==> src/design/cre_pkg.sv <==
package cre_pkg;

  // Register indices; the byte address of each register is four times its index.
  localparam logic [5:0] CRE_IDX_RX_IRQ_EN = 6'h05;
  localparam logic [5:0] CRE_IDX_BUS_STATE = 6'h06;
  localparam logic [5:0] CRE_IDX_IRQ_STATUS = 6'h08;
  localparam logic [5:0] CRE_IDX_IRQ_MASK = 6'h09;

  // Field positions of receive_interrupt_enable.
  localparam int CRE_WUP_EN_BIT = 7;
  localparam int CRE_CSC_EN_BIT = 6;
  localparam int CRE_RSENS_HI = 5;
  localparam int CRE_RSENS_LO = 4;
  localparam int CRE_TSENS_HI = 3;
  localparam int CRE_TSENS_LO = 2;
  localparam int CRE_OVR_EN_BIT = 1;
  localparam int CRE_RXF_EN_BIT = 0;
  localparam logic [7:0] CRE_RX_IRQ_EN_RST = 8'h00;
  // Bits that initialization mode forces back to reset; the sensitivity fields stay.
  localparam logic [7:0] CRE_INIT_CLEAR_MASK = 8'hC3;

  // Field positions of the bus state register.
  localparam int CRE_RXST_HI = 5;
  localparam int CRE_RXST_LO = 4;
  localparam int CRE_TXST_HI = 3;
  localparam int CRE_TXST_LO = 2;

  // Sticky interrupt status bits; the mask register has the same layout.
  localparam int CRE_IRQ_W = 4;
  localparam int CRE_IRQ_CSC_BIT = 0;
  localparam int CRE_IRQ_WUP_BIT = 1;
  localparam int CRE_IRQ_OVR_BIT = 2;
  localparam int CRE_IRQ_RXF_BIT = 3;
  localparam logic [3:0] CRE_IRQ_STATUS_RST = 4'h0;
  localparam logic [3:0] CRE_IRQ_MASK_RST = 4'h0;

  // Bus state codes.
  localparam logic [1:0] CRE_ST_ACTIVE = 2'h0;
  localparam logic [1:0] CRE_ST_WARNING = 2'h1;
  localparam logic [1:0] CRE_ST_PASSIVE = 2'h2;
  localparam logic [1:0] CRE_ST_BUSOFF = 2'h3;

  // Sensitivity codes.
  localparam logic [1:0] CRE_SENS_NONE = 2'h0;
  localparam logic [1:0] CRE_SENS_BUSOFF = 2'h1;
  localparam logic [1:0] CRE_SENS_PASSIVE = 2'h2;
  localparam logic [1:0] CRE_SENS_ALL = 2'h3;

  // Error counter thresholds.
  localparam logic [8:0] CRE_CNT_WARNING = 9'h060;
  localparam logic [8:0] CRE_CNT_PASSIVE = 9'h080;
  localparam logic [8:0] CRE_CNT_BUSOFF = 9'h100;

endpackage

==> src/design/cre_rx_irq_enable.sv <==
`timescale 1ns/10ps
// Function
// - Byte enable register, index 5, resets zero.
// - Initialization mode holds the four enable bits at reset.
// - Writes only while init request and init acknowledge are both low; reads anytime.
// - Sensitivity fields survive initialization mode.
// - Wake-up enable gates wake-up request.
// - Status-change enable gates error request.
// - Overrun enable gates error request.
// - Receive-full enable gates receiver request.
// - Receiver sensitivity filters status-change flag.
// - Transmitter sensitivity filters status-change flag.
// - Receiver state tracks truth, updates unflagged.
// - Transmitter state tracks truth, updates unflagged.
// - Receiver mirrors bus-off, recovers to active.
// - State coding from error counter thresholds.
// - Counter-derived state change sets status flag.
module cre_rx_irq_enable
  import cre_pkg::*;
#(
  parameter int ADR_W = 8,
  parameter int CNT_W = 9
)
(
  input wire logic clk_sys,
  input wire logic srst,
  input wire logic cyc_i,
  input wire logic stb_i,
  input wire logic we_i,
  input wire logic [ADR_W-1:0] adr_i,
  input wire logic [3:0] sel_i,
  input wire logic [31:0] dat_i,
  output logic [31:0] dat_o,
  output logic ack_o,
  input wire logic init_request,
  input wire logic init_acknowledge,
  input wire logic wakeup_flag,
  input wire logic overrun_flag,
  input wire logic rx_full_flag,
  input wire logic [CNT_W-1:0] tx_error_count,
  input wire logic [CNT_W-1:0] rx_error_count,
  output logic status_change_flag,
  output logic [1:0] rx_bus_state,
  output logic [1:0] tx_bus_state,
  output logic wakeup_irq,
  output logic error_irq,
  output logic rx_irq,
  output logic irq
);

  logic [7:0] enable_r;
  logic [7:0] enable_nxt;
  logic [3:0] irq_status_r;
  logic [3:0] irq_status_nxt;
  logic [3:0] irq_mask_r;
  logic [3:0] irq_mask_nxt;
  logic [2:0] flag_prev_r;
  logic ack_r;
  logic [31:0] dat_r;
  logic [31:0] rd_data;
  logic [1:0] rx_state;
  logic [1:0] tx_state;
  logic rx_hit;
  logic tx_hit;

  // Bus decode.
  wire bus_req = cyc_i && stb_i && !ack_r;
  wire [5:0] word_idx = 6'(adr_i[ADR_W-1:2]);
  wire wr_lane0 = bus_req && we_i && sel_i[0];
  wire hit_en = (word_idx == CRE_IDX_RX_IRQ_EN);
  wire hit_bus = (word_idx == CRE_IDX_BUS_STATE);
  wire hit_sts = (word_idx == CRE_IDX_IRQ_STATUS);
  wire hit_msk = (word_idx == CRE_IDX_IRQ_MASK);

  // Initialization mode decode.
  wire init_mode = init_request && init_acknowledge;
  wire run_mode = !init_request && !init_acknowledge;

  // Enable register fields.
  wire wup_en = enable_r[CRE_WUP_EN_BIT];
  wire csc_en = enable_r[CRE_CSC_EN_BIT];
  wire [1:0] rx_sens = enable_r[CRE_RSENS_HI:CRE_RSENS_LO];
  wire [1:0] tx_sens = enable_r[CRE_TSENS_HI:CRE_TSENS_LO];
  wire ovr_en = enable_r[CRE_OVR_EN_BIT];
  wire rxf_en = enable_r[CRE_RXF_EN_BIT];

  // Enable register next value. While only one of the two init bits is set,
  // the register neither accepts writes nor is cleared.
  wire en_write = wr_lane0 && hit_en && run_mode;
  always_comb
  begin
    enable_nxt = enable_r;
    if (init_mode)
    begin
      enable_nxt = enable_r & ~CRE_INIT_CLEAR_MASK;
    end
    else if (en_write)
    begin
      enable_nxt = dat_i[7:0];
    end
  end

  // Live bus states from the error counters.
  wire [8:0] tec = 9'(tx_error_count);
  wire [8:0] rec = 9'(rx_error_count);
  wire tx_off_live = (tec >= CRE_CNT_BUSOFF);

  wire [1:0] tx_live = tx_off_live ? CRE_ST_BUSOFF :
                       (tec >= CRE_CNT_PASSIVE) ? CRE_ST_PASSIVE :
                       (tec >= CRE_CNT_WARNING) ? CRE_ST_WARNING : CRE_ST_ACTIVE;
  wire [1:0] rec_class = (rec >= CRE_CNT_PASSIVE) ? CRE_ST_PASSIVE :
                         (rec >= CRE_CNT_WARNING) ? CRE_ST_WARNING : CRE_ST_ACTIVE;

  // The receiver has no bus-off of its own, so it copies the transmitter's and
  // drops straight to active when the transmitter leaves bus-off.
  wire tx_leaving_off = (tx_state == CRE_ST_BUSOFF) && !tx_off_live;
  wire [1:0] rx_live = tx_off_live ? CRE_ST_BUSOFF :
                       tx_leaving_off ? CRE_ST_ACTIVE : rec_class;

  cre_state_track u_rx_track
  (
    .clk_sys(clk_sys),
    .srst(srst),
    .live_code(rx_live),
    .sens(rx_sens),
    .hold(status_change_flag),
    .state_r(rx_state),
    .change_hit(rx_hit)
  );

  cre_state_track u_tx_track
  (
    .clk_sys(clk_sys),
    .srst(srst),
    .live_code(tx_live),
    .sens(tx_sens),
    .hold(status_change_flag),
    .state_r(tx_state),
    .change_hit(tx_hit)
  );

  // Sticky status. Status change is the flag itself and blocks further state
  // updates until cleared; the other bits catch rising edges of the outside flags.
  wire [3:0] sts_set = {rx_full_flag && !flag_prev_r[2],
                        overrun_flag && !flag_prev_r[1],
                        wakeup_flag && !flag_prev_r[0],
                        rx_hit || tx_hit};
  wire [3:0] sts_clr = (wr_lane0 && hit_sts) ? dat_i[3:0] : 4'h0;

  // A set in the same cycle as its clear wins.
  assign irq_status_nxt = sts_set | (irq_status_r & ~sts_clr);
  assign irq_mask_nxt = (wr_lane0 && hit_msk) ? dat_i[3:0] : irq_mask_r;

  // Read mux; unmapped words read as zero.
  always_comb
  begin
    rd_data = 32'h0000_0000;
    if (hit_en)
    begin
      rd_data[7:0] = enable_r;
    end
    else if (hit_bus)
    begin
      rd_data[CRE_RXST_HI:CRE_RXST_LO] = rx_state;
      rd_data[CRE_TXST_HI:CRE_TXST_LO] = tx_state;
    end
    else if (hit_sts)
    begin
      rd_data[3:0] = irq_status_r;
    end
    else if (hit_msk)
    begin
      rd_data[3:0] = irq_mask_r;
    end
  end

  always_ff @(posedge clk_sys)
  begin
    if (srst)
    begin
      enable_r <= CRE_RX_IRQ_EN_RST;
      irq_status_r <= CRE_IRQ_STATUS_RST;
      irq_mask_r <= CRE_IRQ_MASK_RST;
      flag_prev_r <= 3'h0;
    end
    else
    begin
      enable_r <= enable_nxt;
      irq_status_r <= irq_status_nxt;
      irq_mask_r <= irq_mask_nxt;
      flag_prev_r <= {rx_full_flag, overrun_flag, wakeup_flag};
    end
  end

  always_ff @(posedge clk_sys)
  begin
    if (srst)
    begin
      ack_r <= 1'b0;
      dat_r <= 32'h0000_0000;
    end
    else
    begin
      ack_r <= bus_req;
      if (bus_req && !we_i)
      begin
        dat_r <= rd_data;
      end
    end
  end

  assign ack_o = ack_r;
  assign dat_o = dat_r;
  assign status_change_flag = irq_status_r[CRE_IRQ_CSC_BIT];
  assign rx_bus_state = rx_state;
  assign tx_bus_state = tx_state;

  // Request outputs follow flag and enable combinationally, so they drop
  // in the same cycle the flag or the enable goes away.
  assign wakeup_irq = wup_en && wakeup_flag;
  assign rx_irq = rxf_en && rx_full_flag;
  assign error_irq = (csc_en && status_change_flag) ||
                     (ovr_en && overrun_flag);
  assign irq = |(irq_status_r & irq_mask_r);

endmodule

==> src/design/cre_state_track.sv <==
`timescale 1ns/10ps
module cre_state_track
  import cre_pkg::*;
(
  input wire logic clk_sys,
  input wire logic srst,
  input wire logic [1:0] live_code,
  input wire logic [1:0] sens,
  input wire logic hold,
  output logic [1:0] state_r,
  output logic change_hit
);

  logic [1:0] state_nxt;
  wire changed = (live_code != state_r);
  wire off_edge = (live_code == CRE_ST_BUSOFF) || (state_r == CRE_ST_BUSOFF);
  wire pas_edge = (live_code[1] != state_r[1]) || off_edge;

  wire sens_pass = (sens == CRE_SENS_ALL) ||
                   ((sens == CRE_SENS_BUSOFF) && off_edge) ||
                   ((sens == CRE_SENS_PASSIVE) && pas_edge);

  // The reported state follows the live state whatever the filter says.
  assign state_nxt = hold ? state_r : live_code;
  assign change_hit = changed && !hold && sens_pass;

  always_ff @(posedge clk_sys)
  begin
    if (srst)
    begin
      state_r <= CRE_ST_ACTIVE;
    end
    else
    begin
      state_r <= state_nxt;
    end
  end

endmodule

==> config.mk <==
export PLATFORM = sky130hd
export DESIGN_NAME = cre_rx_irq_enable
export DESIGN_NICKNAME = d
export VERILOG_FILES = /design/src/design/cre_pkg.sv /design/src/design/cre_rx_irq_enable.sv /design/src/design/cre_state_track.sv
export SDC_FILE = /design/constraint.sdc
export NUM_CORES = 1
export LEC_CHECK = 0
export BUFFER_PORTS_ARGS = -buffer_cell sky130_fd_sc_hd__buf_2
export CORE_MARGIN = 5
export CORE_UTILIZATION = 47
export CTS_BUF_LIST = sky130_fd_sc_hd__clkbuf_8
export DETAILED_ROUTE_END_ITERATION = 10
export GPL_TIMING_DRIVEN = 0
export PLACE_DENSITY = 0.88
export SLEW_MARGIN = 20
export SYNTH_ARGS = -nofsm -noshare
export SYNTH_HDL_FRONTEND = slang
export SYNTH_SLANG_ARGS = --single-unit
==> constraint.sdc <==
create_clock -name clk_sys -period 3 [get_ports clk_sys]
set_input_delay 0.6 -clock clk_sys [delete_from_list [all_inputs] [get_ports clk_sys]]
set_output_delay 0.6 -clock clk_sys [all_outputs]
set_load 0.02 [all_outputs]
Yosys cells after proc, flatten, opt, wreduce, memory -nomap -nowiden

Cells that the tools add are included.

Register bits: 32
Output and inout bits: 42
Word-level logic and storage cells: 101

Magnitude comparators: 5
Eq/ne operators: 18
Mux-type cells: 15
Bitwise logic cells: 5
Reductions and logical operators: 49

Operators by type and width:

| cell                                                | count |
|---|---|
| logical AND 1 bit                                   | 27 |
| >= comparator 9 x 7 -> 1 bit, second input constant | 2 |
| >= comparator 9 x 8 -> 1 bit, second input constant | 2 |
| 2-to-1 mux 2 bit                                    | 9 |
| == test 2 bit, second input constant                | 8 |
| == test 6 x 3 -> 1 bit, second input constant       | 2 |
| == test 6 x 4 -> 1 bit, second input constant       | 2 |
| 2-to-1 mux 4 bit                                    | 3 |
| logical OR 1 bit                                    | 10 |
| >= comparator 9 bit, second input constant          | 1 |
| zero test 1 bit                                     | 9 |
| AND 4 bit                                           | 2 |
| 2-to-1 mux 6 bit                                    | 1 |
| == test 2 x 1 -> 1 bit, second input constant       | 2 |
| inequality test 2 bit                               | 2 |
| inverter 4 bit                                      | 1 |
| bitwise OR 4 bit                                    | 1 |
| OR reduction 4 bit                                  | 1 |
| 2-to-1 mux 1 bit                                    | 2 |
| inequality test 1 bit                               | 2 |
| AND reduction 2 bit                                 | 1 |
| OR reduction 2 bit                                  | 1 |
| inverter 1 bit                                      | 1 |

Logic depth before layout (Yosys ltp)

Depth after elaboration: 13
Depth in mapped cells: 6
Depth with buffers taken out: 5

Hierarchy

A second synthesis with hierarchy kept.

Cell total of the unflattened synthesis: 203
Area, all modules: 1821.7 um2

Modules (own cells, without submodules):

| module            | instances | cells an instance | area an instance (um2) | seq. area each (um2) |
|---|---|---|---|---|
| cre_rx_irq_enable | 1         | 177               | 1596.5                 | 560.5 |
| cre_state_track   | 2         | 13                | 112.6                  | 40.0 |

Worst setup path after synthesis

Ideal clock, no wire load.

Kind: in2reg
From: input port adr_i[5]
To: register enable_r[2]
Library setup time: 0.128 ns
Arrival time: 1.873 ns
Path slack: 1.000 ns
Stages: 5
Path buffers: 0
Path through: nor4b_4 nand2_4 nor4_4 mux2i_1 nor2_1

Longest elaborated chain between the ends: 4

RTL lines:

| element                         | line                     | RTL |
|---|---|---|
| start: declaration              | cre_rx_irq_enable.sv:30  | `input wire logic [ADR_W-1:0] adr_i,` |
| == test 6 x 3 -> 1 bit          | cre_rx_irq_enable.sv:70  | `wire hit_en = (word_idx == CRE_IDX_RX_IRQ_EN);` |
| logical AND 1 bit (2 in series) | cre_rx_irq_enable.sv:89  | `wire en_write = wr_lane0 && hit_en && run_mode;` |
| AND reduction 2 bit (no line)   | -                        |  |
| end signal: assignment          | cre_rx_irq_enable.sv:188 | `enable_r <= enable_nxt;` |
| end: declaration                | cre_rx_irq_enable.sv:51  | `logic [7:0] enable_r;` |

No other way between the ends.
A chain may end at the register's enable or synchronous reset.

Final worst setup path

From: input port adr_i[7]
To: register irq_status_r[0]

Longest elaborated chain between the ends: 6

RTL lines:

| element                | line                     | RTL |
|---|---|---|
| == test 6 x 4 -> 1 bit | cre_rx_irq_enable.sv:72  | `wire hit_sts = (word_idx == CRE_IDX_IRQ_STATUS);` |
| logical AND 1 bit      | cre_rx_irq_enable.sv:148 | `wire [3:0] sts_clr = (wr_lane0 && hit_sts) ? dat_i[3:0] : 4'h0;` |
| 2-to-1 mux 4 bit       | cre_rx_irq_enable.sv:148 |  |
| inverter 4 bit         | cre_rx_irq_enable.sv:151 | `assign irq_status_nxt = sts_set \| (irq_status_r & ~sts_clr);` |
| AND 4 bit              | cre_rx_irq_enable.sv:151 |  |
| bitwise OR 4 bit       | cre_rx_irq_enable.sv:151 |  |
| end signal: assignment | cre_rx_irq_enable.sv:189 | `irq_status_r <= irq_status_nxt;` |
| end: declaration       | cre_rx_irq_enable.sv:53  | `logic [3:0] irq_status_r;` |

No other way between the ends.

==> run metrics <==
status finished clean; Lkg Pwr a little over 1 nW; H-tree Lvls 2; max-slew violations 0; hold_buf cts 0; DR WL met3 between 300 and 400 um; arrival time at the worst endpoint 2.35 ns; vias in the first global route 1447; via count between 1.5k and 2k; Cell Pwr Density around 420 nW/um^2; TritonCTS clock tree built; synth warn 0; final hold vios 0; Die Y 71.0 um; Hold WS about 0.48 ns; DR pass1 iterations 4; worst min-delay path class flop to flop; CP Class input port to flop; top sig layer met4; largest net degree at the start of global routing 11; final worst slack 0.831 ns; Seq/Total Area, Yosys 36.6%; FF+latch count, synth 32; Syn Area/Cell between 8 and 9 um^2; Worst VDD drop 0.246 mV; placed instance count ~320; share of the synthesized area in the top cell type 36.6%; Synth area leaders dfxtp_1, buf_4, mux2i_1; final setup fails 0; dpl cell area around 2100 um^2; Tcrit/Tclk final between 70% and 80%; Synth cell types 38; Cells after Synth 203; Die X between 70 and 80 um; max-cap violations 0; Via density between 4 and 5; FP Rows 22; Post-CTS Resized 0; CP Launch Point adr_i[7]; CP endpoint kind flop; starting density of the core between 40% and 50%; Util after Layout between 60 and 70%; Layout fillers 355; post-synthesis async set-or-reset flop share 0%; residual DRC count 0; clk_skew around 0.0048 ns; met2 WL between 1.5 and 2 mm; Commonest cells post-synth dfxtp_1, nor2_1, buf_4; core area roughly 3600 um^2; Worst EP required between 3 and 4 ns; Post-synth EDFFs 0; area of the multi-input gates 973 um^2; Hold Path Depth 2; RSZ-0062 raised after global routing no; Routed Antenna Nets 0; Clock Pin Slew Worst Setup and Hold Paths roughly 0.06 ns; Setup Buffers After CTS 0; Reg2Reg Launch Point ack_o; Place WS around 0.57 ns; slew margin rel. ~51%; worst hold start flag_prev_r[2]; Final Power 0.929 mW; setup tns final 0 ns; fin area roughly 2200 um^2; Layout area overhead 27.5%; Non-Filler Instances 331; most common cell in the netlist dfxtp_1; diode count 0; clk buf depth 2; # port buffers 49; Slew @ Worst Pin ~0.72 ns; die area roughly 5000 um^2; Root Driver clkbuf_8; share of layout cells above drive strength 1 between 30% and 40%; Worst Reg2Reg Path Length in Cells 5; CP startpoint kind input port; clock sinks 32; nets 354; crit path max fanout 5; global route total overflow 0; gr usage total around 16%; DR iter-0 viols 67; IO Count around 110; fin crit period approximately 2.2 ns; RePlAce Congestion a little under 0.9; first-pass GRT wire length 6.35 mm; dpl hpwl approximately 3.3 mm; CTS buffer count 5; Synth Cell Area between 1500 and 2000 um^2; met1 WL roughly 1.7 mm; initial antenna violation count 0; wire per inst between 10 and 15 um; Top FF cell, synth dfxtp_1; Sequential Area between 600 and 700 um^2; latest clock arrival within the worst-skew pair between 0.2 and 0.3 ns; largest area contributor in the netlist dfxtp_1; maximum achievable frequency 461 MHz; total routed wirelength between 4 and 5 mm
[worst paths after layout]
kind / endpoint / slack [ns]
worst max-delay path: irq_status_r[0] / 0.83
worst min-delay path: irq_status_r[3] / 0.48
worst max register to register: enable_r[4] / 1.14
worst min register to register: irq_status_r[3] / 0.48
[flip-flops by register name, summed over array words and instances (netlist names)]
register            cells
ack_o                   1
dat_o                   8
enable_r                8
flag_prev_r             3
irq_mask_r              4
irq_status_r            4
u_rx_track.state_r      2
u_tx_track.state_r      2
[per-layer routing]
| metal | vias to the layer above | global-route usage [%] |
|---|---|---|
| met2 | 55 | 26.8 |
| met3 | 10 | 5.97 |
| met4 | 0 | 6.26 |
| li1 | 831 | - |
| met1 | 734 | 18.2 |
| met5 | - | 0 |
[cells in the final DEF (no fill, tap or decap)]
master / count
buf_2: 49
dfxtp_1: 32
nor2_1: 30
buf_4: 24
conb_1: 24
mux2i_1: 14
a21oi_1: 12
nand2_1: 9
clkbuf_1: 8
a22oi_1: 8
nor2b_1: 7
a22o_1: 6
clkbuf_8: 6
inv_1: 5
and2_1: 4
or2_2: 4
nand2b_1: 4
a211oi_1: 4
a21bo_2: 3
a31oi_1: 3
nand3_1: 3
a21o_1: 2
nand3b_1: 2
o21ai_0: 2
nor3_1: 2
a311oi_1: 2
nor4b_4: 1
nand2_4: 1
nor4_4: 1
nor4b_1: 1
nor3b_1: 1
and3_1: 1
o21bai_1: 1
nor4bb_1: 1
o211ai_1: 1
a2111oi_0: 1
a41oi_1: 1
or3_1: 1
o31a_1: 1
o31ai_1: 1
[cells by family after synthesis]
logic type,Yosys count,share of synthesized area (%)
simple gates,73,22.9
compound gates,48,19.6
buf+inv,35,12.7
flops,32,36.6
mux,14,8.01
other cells,1,0.214
[cell type report]
cell class	count	share of cell area [%]
multi-input cells	159	43.6
flip-flops and latches	32	28.7
repair buffers	49	11.0
plain buffers	32	9.42
clock buffers	6	3.70
well taps	48	2.69
inverters	3	0.505
clock inverters	2	0.337
[critical path, cell delays in order]
cell	delay [ns]
buf_2	0.12
nor4b_1	0.40
nor3b_1	0.57
nor2b_1	0.39
a31oi_1	0.14
o31a_1	0.13
[where the power goes]
part,switching (mW),internal (mW)
Sequential,0.00844,0.436
Clock,0.154,0.180
Combinational,0.0861,0.0646
Total,0.248,0.681
No activity file was read; power rests on OpenSTA's default activity.
